### config.mk
export PLATFORM = sky130hd
export DESIGN_NAME = rcs_config_slave
export DESIGN_NICKNAME = d
export VERILOG_FILES = /design/src/rcs_pkg.sv /design/src/rcs_pin_if.sv /design/src/rcs_pin_sync.sv /design/src/rcs_config_slave.sv
export SDC_FILE = /design/constraint.sdc
export NUM_CORES = 1
export LEC_CHECK = 0
export ABC_AREA = 1
export BUFFER_PORTS_ARGS = -buffer_cell sky130_fd_sc_hd__buf_2
export CAP_MARGIN = 20
export CELL_PAD_IN_SITES_DETAIL_PLACEMENT = 0
export CELL_PAD_IN_SITES_GLOBAL_PLACEMENT = 1
export CORE_MARGIN = 10
export CORE_UTILIZATION = 35
export DETAILED_ROUTE_END_ITERATION = 12
export PLACE_DENSITY = 0.68
export SLEW_MARGIN = 10
export SYNTH_ARGS = -nofsm -noshare
export SYNTH_HDL_FRONTEND = slang
export SYNTH_SLANG_ARGS = --single-unit
### constraint.sdc
create_clock -name ref_clk_i -period 1.75 [get_ports ref_clk_i]
set_input_delay 0.175 -clock ref_clk_i [delete_from_list [all_inputs] [get_ports ref_clk_i]]
set_output_delay 0.175 -clock ref_clk_i [all_outputs]
set_load 0.02 [all_outputs]
### src/rcs_pkg.sv
// Constants, types and register layout of the regulator configuration slave
`default_nettype none
package rcs_pkg;
  // Register indices
  localparam logic [7:0] REG_FAULT = 8'h00;
  localparam logic [7:0] REG_LEVEL = 8'h01;
  localparam logic [7:0] REG_OPTION = 8'h02;
  localparam logic [7:0] REG_IDENT = 8'h03;
  localparam logic [7:0] REG_XFER = 8'h04;
  // Field positions
  localparam int FAULT_OC_BIT = 2;
  localparam int FAULT_OT_BIT = 1;
  localparam int FAULT_FB_BIT = 0;
  localparam int LEVEL_EN_BIT = 7;
  localparam int OPT_DELAY_BIT = 5;
  localparam int OPT_EDGE_BIT = 3;
  localparam int OPT_WINDOW_BIT = 2;
  localparam int OPT_OVP_BIT = 1;
  localparam int OPT_CCM_BIT = 0;
  localparam int XFER_GO_BIT = 5;
  localparam int XFER_DISC_BIT = 4;
  localparam int XFER_REG_BIT = 3;
  // Values after reset, and the option write mask
  localparam logic [2:0] FAULT_RST = 3'h0;
  localparam logic LEVEL_EN_RST = 1'b1;
  localparam logic [6:0] LEVEL_CODE_RST = 7'h40;
  localparam logic [7:0] OPT_RST = 8'h2F;
  localparam logic [7:0] OPT_MASK = 8'h2F;
  localparam logic XFER_DISC_RST = 1'b0;
  localparam logic [2:0] XFER_SLEW_RST = 3'h3;
  localparam logic PIN_IDLE = 1'b1;
  // Link framing
  localparam logic [4:0] ADDR_FIXED = 5'h1A;
  localparam logic [3:0] BYTE_BITS = 4'h8;
  localparam logic [3:0] TX_LAST = 4'h7;
  typedef enum logic [2:0] {
    ST_IDLE = 3'h0,
    ST_RX = 3'h1,
    ST_RX_ACK = 3'h2,
    ST_TX = 3'h3,
    ST_TX_ACK = 3'h4,
    ST_SKIP = 3'h5
  } rcs_state_t;
endpackage
`default_nettype wire

### src/rcs_pin_if.sv
// Synchronised level and edge pulses of one link pin
`timescale 1ns/100ps
`default_nettype none
interface rcs_pin_if;
  logic level;
  logic rose;
  logic fell;
  modport drv (output level, output rose, output fell);
  modport use_side (input level, input rose, input fell);
endinterface
`default_nettype wire

### src/rcs_pin_sync.sv
// Three-stage pin synchroniser with agreement filter and edge pulses
`timescale 1ns/100ps
`default_nettype none
module rcs_pin_sync (
  // Clock and reset
  input wire logic ref_clk_i,
  input wire logic rst_n_i,
  // Pin and result
  input wire logic pin_i,
  rcs_pin_if.drv pin
);
  import rcs_pkg::*;
  typedef struct packed {
    logic s1;
    logic s2;
    logic s3;
    logic lvl;
    logic rose;
    logic fell;
  } rcs_sync_t;
  rcs_sync_t q;
  rcs_sync_t next_q;
  always_comb begin
    next_q = q;
    next_q.s1 = pin_i;
    next_q.s2 = q.s1;
    next_q.s3 = q.s2;
    next_q.rose = 1'b0;
    next_q.fell = 1'b0;
    // Change accepted once stages two and three agree
    if (q.s2 == q.s3 && q.s3 != q.lvl) begin
      next_q.lvl = q.s3;
      next_q.rose = q.s3;
      next_q.fell = ~q.s3;
    end
  end
  always_ff @(posedge ref_clk_i) begin
    if (!rst_n_i) begin
      q <= '{s1: PIN_IDLE, s2: PIN_IDLE, s3: PIN_IDLE, lvl: PIN_IDLE, rose: 1'b0, fell: 1'b0};
    end else begin
      q <= next_q;
    end
  end
  assign pin.level = q.lvl;
  assign pin.rose = q.rose;
  assign pin.fell = q.fell;
endmodule
`default_nettype wire

### src/rcs_config_slave.sv
// Two-wire slave port and configuration registers of the regulator
`timescale 1ns/100ps
`default_nettype none
module rcs_config_slave #(
  parameter logic [1:0] ADDR_OPT = 2'h0,
  parameter logic [1:0] VOLT_OPT = 2'h1,
  // Arbitrary maker code
  parameter logic [3:0] MAKER_CODE = 4'h5
) (
  // Clock and reset
  input wire logic ref_clk_i,
  input wire logic rst_n_i,
  // Serial link
  input wire logic scl_i,
  input wire logic sda_i,
  output logic sda_o,
  output logic sda_oe_o,
  // Converter events and status
  input wire logic overcurrent_evt_i,
  input wire logic overtemp_evt_i,
  input wire logic fb_undervolt_evt_i,
  input wire logic in_regulation_i,
  // Converter controls
  output logic regulator_enable_o,
  output logic [6:0] ref_code_o,
  output logic good_delay_disable_o,
  output logic switch_edge_rate_o,
  output logic good_window_both_sides_o,
  output logic input_overvolt_shutoff_o,
  output logic continuous_only_o,
  output logic transition_go_o,
  output logic discharge_o,
  output logic [2:0] ramp_rate_o
);
  import rcs_pkg::*;
  typedef struct packed {
    rcs_state_t st;
    logic [3:0] bcnt;
    logic [7:0] sh;
    logic [1:0] bno;
    logic rd;
    logic [7:0] ptr;
    logic mack;
    logic pend_v;
    logic [7:0] pend_reg;
    logic [7:0] pend_dat;
    logic sda_oe;
    logic [2:0] flags;
    logic en;
    logic [6:0] code;
    logic [7:0] opt;
    logic disc;
    logic [2:0] slew;
    logic go;
  } rcs_core_t;
  rcs_core_t q;
  rcs_core_t next_q;
  rcs_pin_if scl ();
  rcs_pin_if sda ();
  logic start_det;
  logic stop_det;
  rcs_pin_sync u_scl_sync (
    .ref_clk_i(ref_clk_i),
    .rst_n_i(rst_n_i),
    .pin_i(scl_i),
    .pin(scl)
  );
  rcs_pin_sync u_sda_sync (
    .ref_clk_i(ref_clk_i),
    .rst_n_i(rst_n_i),
    .pin_i(sda_i),
    .pin(sda)
  );
  // Bus conditions
  assign start_det = sda.fell && scl.level;
  assign stop_det = sda.rose && scl.level;
  // Register read view
  function automatic logic [7:0] read_reg(input logic [7:0] idx, input rcs_core_t c, input logic live);
    logic [7:0] v;
    v = 8'h00;
    if (idx == REG_FAULT) begin
      v[2:0] = c.flags;
    end else if (idx == REG_LEVEL) begin
      v = {c.en, c.code};
    end else if (idx == REG_OPTION) begin
      v = c.opt & OPT_MASK;
    end else if (idx == REG_IDENT) begin
      v = {MAKER_CODE, ADDR_OPT, VOLT_OPT};
    end else if (idx == REG_XFER) begin
      v[XFER_DISC_BIT] = c.disc;
      v[XFER_REG_BIT] = live;
      v[2:0] = c.slew;
    end
    return v;
  endfunction
  always_comb begin
    logic [2:0] clr;
    logic [7:0] rv;
    clr = 3'h0;
    rv = read_reg(q.ptr, q, in_regulation_i);
    next_q = q;
    next_q.go = 1'b0;
    if (start_det) begin
      // Ordinary and repeated START alike drop any pending write
      next_q.st = ST_RX;
      next_q.bcnt = 4'h0;
      next_q.bno = 2'h0;
      next_q.pend_v = 1'b0;
      next_q.sda_oe = 1'b0;
    end else if (stop_det) begin
      next_q.st = ST_IDLE;
      next_q.sda_oe = 1'b0;
      next_q.pend_v = 1'b0;
      // Commit at STOP, regardless of enable state
      if (q.pend_v) begin
        if (q.pend_reg == REG_FAULT) begin
          clr = q.pend_dat[2:0];
        end else if (q.pend_reg == REG_LEVEL) begin
          next_q.en = q.pend_dat[LEVEL_EN_BIT];
          next_q.code = q.pend_dat[6:0];
        end else if (q.pend_reg == REG_OPTION) begin
          next_q.opt = q.pend_dat & OPT_MASK;
        end else if (q.pend_reg == REG_XFER) begin
          next_q.go = q.pend_dat[XFER_GO_BIT];
          next_q.disc = q.pend_dat[XFER_DISC_BIT];
          next_q.slew = q.pend_dat[2:0];
        end
      end
    end else begin
      case (q.st)
        ST_RX: begin
          if (scl.rose) begin
            next_q.sh = {q.sh[6:0], sda.level};
            next_q.bcnt = q.bcnt + 4'h1;
          end else if (scl.fell && q.bcnt == BYTE_BITS) begin
            next_q.st = ST_RX_ACK;
            next_q.sda_oe = 1'b1;
            case (q.bno)
              2'h0: begin
                if (q.sh[7:1] == {ADDR_FIXED, ADDR_OPT}) begin
                  next_q.rd = q.sh[0];
                end else begin
                  next_q.st = ST_SKIP;
                  next_q.sda_oe = 1'b0;
                end
              end
              2'h1: begin
                next_q.ptr = q.sh;
              end
              2'h2: begin
                next_q.pend_v = 1'b1;
                next_q.pend_reg = q.ptr;
                next_q.pend_dat = q.sh;
              end
              default: begin
                next_q.st = ST_SKIP;
                next_q.sda_oe = 1'b0;
              end
            endcase
          end
        end
        ST_RX_ACK: begin
          if (scl.fell) begin
            next_q.bcnt = 4'h0;
            next_q.bno = q.bno + 2'h1;
            if (q.bno == 2'h0 && q.rd) begin
              next_q.st = ST_TX;
              next_q.sh = rv;
              next_q.sda_oe = ~rv[7];
            end else begin
              next_q.st = ST_RX;
              next_q.sda_oe = 1'b0;
            end
          end
        end
        ST_TX: begin
          if (scl.fell) begin
            if (q.bcnt == TX_LAST) begin
              next_q.st = ST_TX_ACK;
              next_q.sda_oe = 1'b0;
              next_q.mack = 1'b0;
            end else begin
              next_q.bcnt = q.bcnt + 4'h1;
              next_q.sh = {q.sh[6:0], 1'b0};
              next_q.sda_oe = ~q.sh[6];
            end
          end
        end
        ST_TX_ACK: begin
          if (scl.rose) begin
            next_q.mack = ~sda.level;
          end else if (scl.fell) begin
            if (q.mack) begin
              next_q.ptr = q.ptr + 8'h01;
              next_q.st = ST_TX;
              next_q.bcnt = 4'h0;
              next_q.sh = read_reg(q.ptr + 8'h01, q, in_regulation_i);
              next_q.sda_oe = ~next_q.sh[7];
            end else begin
              next_q.st = ST_SKIP;
            end
          end
        end
        default: begin
          next_q.sda_oe = 1'b0;
        end
      endcase
    end
    // Event sets win over a clear in the same cycle
    next_q.flags = (q.flags & ~clr) | {overcurrent_evt_i, overtemp_evt_i, fb_undervolt_evt_i};
  end
  always_ff @(posedge ref_clk_i) begin
    if (!rst_n_i) begin
      q <= '0;
      q.st <= ST_IDLE;
      q.flags <= FAULT_RST;
      q.en <= LEVEL_EN_RST;
      q.code <= LEVEL_CODE_RST;
      q.opt <= OPT_RST;
      q.disc <= XFER_DISC_RST;
      q.slew <= XFER_SLEW_RST;
    end else begin
      q <= next_q;
    end
  end
  // Outputs
  assign sda_o = 1'b0;
  assign sda_oe_o = q.sda_oe;
  assign regulator_enable_o = q.en;
  assign ref_code_o = q.code;
  assign good_delay_disable_o = q.opt[OPT_DELAY_BIT];
  assign switch_edge_rate_o = q.opt[OPT_EDGE_BIT];
  assign good_window_both_sides_o = q.opt[OPT_WINDOW_BIT];
  assign input_overvolt_shutoff_o = q.opt[OPT_OVP_BIT];
  assign continuous_only_o = q.opt[OPT_CCM_BIT];
  assign transition_go_o = q.go;
  assign discharge_o = q.disc;
  assign ramp_rate_o = q.slew;
endmodule
`default_nettype wire

==> reports/results.ini <==
[run_status]
status = complete, but fails checks
violations = setup timing

[worst_setup_path]
r2r-end = q[54]$_SDFFE_PN0P_
arrival_ns = 2.12
crit_path_max_fanout = 5
critPathKind = flop to flop
worstPathRequired_ns = 1.98
r2r_cells = 14
timing.reg2reg.setup_slack_ns = -0.14
r2r-start = q[43]$_SDFFE_PN0P_
worstSetupStartpointType = flop
cp-end-kind = flop

[drt]
drc_errors = 0
routedWlPerCell_um = 15.52
drt-initial-drc-count = 216
vias_per_cell = 4.930
detail-route-antenna-nets = 0
vias = 4398
first_pass_iters = 7
wirelength_mm = 13.85

[power_and_ir_drop]
ir_worst_vdd_mv = 0.7412
pwr-share-comb_pct = 53.5
p_per_area_nw_per_um2 = 1490
p_seq_share_pct = 25.0
power.share.clock_pct = 21.5
switching_share_pct = 40.27
p_leak_nw = 2.609
switchingPower_mw = 3.573
internal-power_mw = 5.300

[sta]
fin_crit_ns = 1.887
finalCritPeriodShare_pct = 107.8
finalHoldViolCount = 0
fmax_mhz = 529.9
rsz0062_at_grt = yes
worst_slack_ns = -0.1373
setup_viol = 16
finalClockSkew_ns = 0.007434
slew_viol_final = 0
setup_tns_ns = -0.9926

[min_path]
whs_path_depth = 2
min_path_type = input pin to flop
hold_path_startpoint = sda_i
holdPathEnd = u_sda_sync.next_q[4]$_SDFF_PN1_

[die]
die_x_um = 130.8
start_util_pct = 35.77
coreArea_um2 = 12010
rows = 40
dieArea_um2 = 17110
io_pins = 28
die_height_um = 130.8

[clock_tree]
numCtsBuffers = 9
cts.sinks = 78
clkLatencyLatePin_ns = 0.35
h-tree-depth = 3
cts_tree = built
clk_pin_slew_ns = 0.06
root_buffer = clkbuf_16
cts_buffer_depth = 2

[grt]
grt_util_all_layers_pct = 16.44
grt_pass1_vias = 4286
grt_max_degree = 40
grt_overflow_total = 0
antenna_found_initial = 0
grt_pass1_wl_mm = 21.87

[final_layout]
syn_to_final_growth_pct = 38.58
layout-drive-gt1-share_pct = 34.23
fillers = 1242
ff_latch_area_um2 = 1592
multi_input_comb_area_um2 = 2547
antenna_cells = 0
final_nets = 761
final_area_um2 = 5954

[synthesis]
synth_seq_cells = 78
syn_avg_cell_area_um2 = 6.788
syn_inst = 633
synth_ff_type = dfxtp_1
synth_edf_count = 0
synth_nets = 654
synth_commonest_cells = 116 x nand2_1, 93 x inv_1, 78 x dfxtp_1
yosysTopAreaCell = dfxtp_1
yosysWarnings = 0
netlist_area_um2 = 4297
async_flop_share_pct = 0
synth_top_area_share_pct = 36.34
ys_seq_area_share_pct = 36.34
synth_area_leaders = dfxtp_1 36%, nand2_1 10%, inv_1 8.1%
synth_cell_types = 36
yosysMostFrequentCell = nand2_1

[job]
drv_cap = 0

[placed_design]
io_buffer_count = 26
place_hpwl_mm = 10.60
gp_congestion = 0.9029
dpl-instance-area_um2 = 5102
dp_worst_setup_slack_ns = -0.1900

==> cell families after synthesis <==
group / Yosys count / share of synthesized area, %
and+or+nand+nor: 249 / 25.54
xor gates and xnor gates: 2 / 0.4078
buffers and inverters: 130 / 12.64
adders and majority gates: 13 / 3.786
DFF: 78 / 36.34
AOI/OAI and AO/OA: 160 / 21.20
other: 1 / 0.08728
==> layout by cell type, fill, tap and decap left out, types with 7 or more instances in the layout <==
cell       instances
nor2_2            11
buf_4             86
a21oi_2            8
buf_2             26
nor3_1             8
nand3_1           24
a211oi_1           7
buf_6              8
o21ai_1            8
dfxtp_1           66
nand2_1          103
o211ai_1          15
nor2_1            43
o21ai_0           41
ha_1               9
inv_1             85
clkbuf_16         10
inv_2             12
nor2_4             8
a21oi_1           56
nand2_2           15
nand3_2           10
nand4_1            9
==> state kept, by name, indices dropped and copies added (netlist names), 2 cells and up <==
signal / count
q: 47
ref_code_o: 7
ramp_rate_o: 3
u_scl_sync.next_q: 2
u_sda_sync.next_q: 2
==> worst max path at each step <==
stage                  startpoint                  to  slack, ns
4_1_cts        q[43]$_SDFFE_PN0P_  q[54]$_SDFFE_PN0P_       -0.1
3_3_place_gp   q[43]$_SDFFE_PN0P_  q[54]$_SDFFE_PN0P_      -0.14
3_5_place_dp   q[44]$_SDFFE_PN0P_  q[54]$_SDFFE_PN0P_      -0.19
6_report       q[43]$_SDFFE_PN0P_  q[54]$_SDFFE_PN0P_      -0.14
5_1_grt        q[43]$_SDFFE_PN0P_  q[54]$_SDFFE_PN0P_      -0.30
2_1_floorplan  q[43]$_SDFFE_PN0P_  q[55]$_SDFFE_PN0P_       0.01
==> power groups by stage <==
stage	combinational (mW)	sequential (mW)	clock (mW)
finish	4.75	2.22	1.91
global route	5.21	2.25	2.02
CTS	3.94	2.18	1.96
detailed placement	3.64	2.19	0
global placement	3.62	2.18	0
floorplan	2.21	2.15	0
==> stage by stage <==
step,hold WS [ns],instances,power (mW),utilization [%]
after global routing,0.02145,892,9.478,49.57
after floorplan,0.2816,633,4.358,-
after detailed placement,0.3667,860,5.827,42.48
after global placement,0.3608,860,5.800,42.48
after CTS,0.003164,881,8.076,46.18
final,0.01450,892,8.873,49.57
==> critical path: stages, from the launching register on <==
cell        delay (ns)
dfxtp_4           0.38
clkinvlp_4        0.12
buf_4             0.15
ha_1              0.21
nand3_1           0.09
nor2_1            0.06
buf_4             0.15
a21oi_2           0.10
nand2_1           0.05
nand2_1           0.08
nand2_1           0.05
a21oi_1           0.12
nand2_1           0.09
nand2_1           0.06
a21oi_1           0.05
==> timing repair <==
item                                   CTS  global route
endpoints found under the hold margin    0             0
hold buffers                             0             0
setup endpoints to repair               18            38
setup buffers                            4            10
cloned                                   1             1
pin swaps                                9            22
resized for setup                       39            86
==> per-layer routing <==
layer	global-route usage, %	wire length [µm]
met1	20.39	6407
met2	27.77	6728
met3	3.908	522
met4	4.578	188
met5	0	0
==> layout make-up <==
cell class	instances	share of cell area, %
multi-input combinational	425	42.78
sequential	78	26.73
timing repair buffer	123	15.63
inverter	103	6.724
clock buffer	11	4.076
tap	147	3.089
clock inverter	5	0.9666
(Power assumes the default switching activity.)
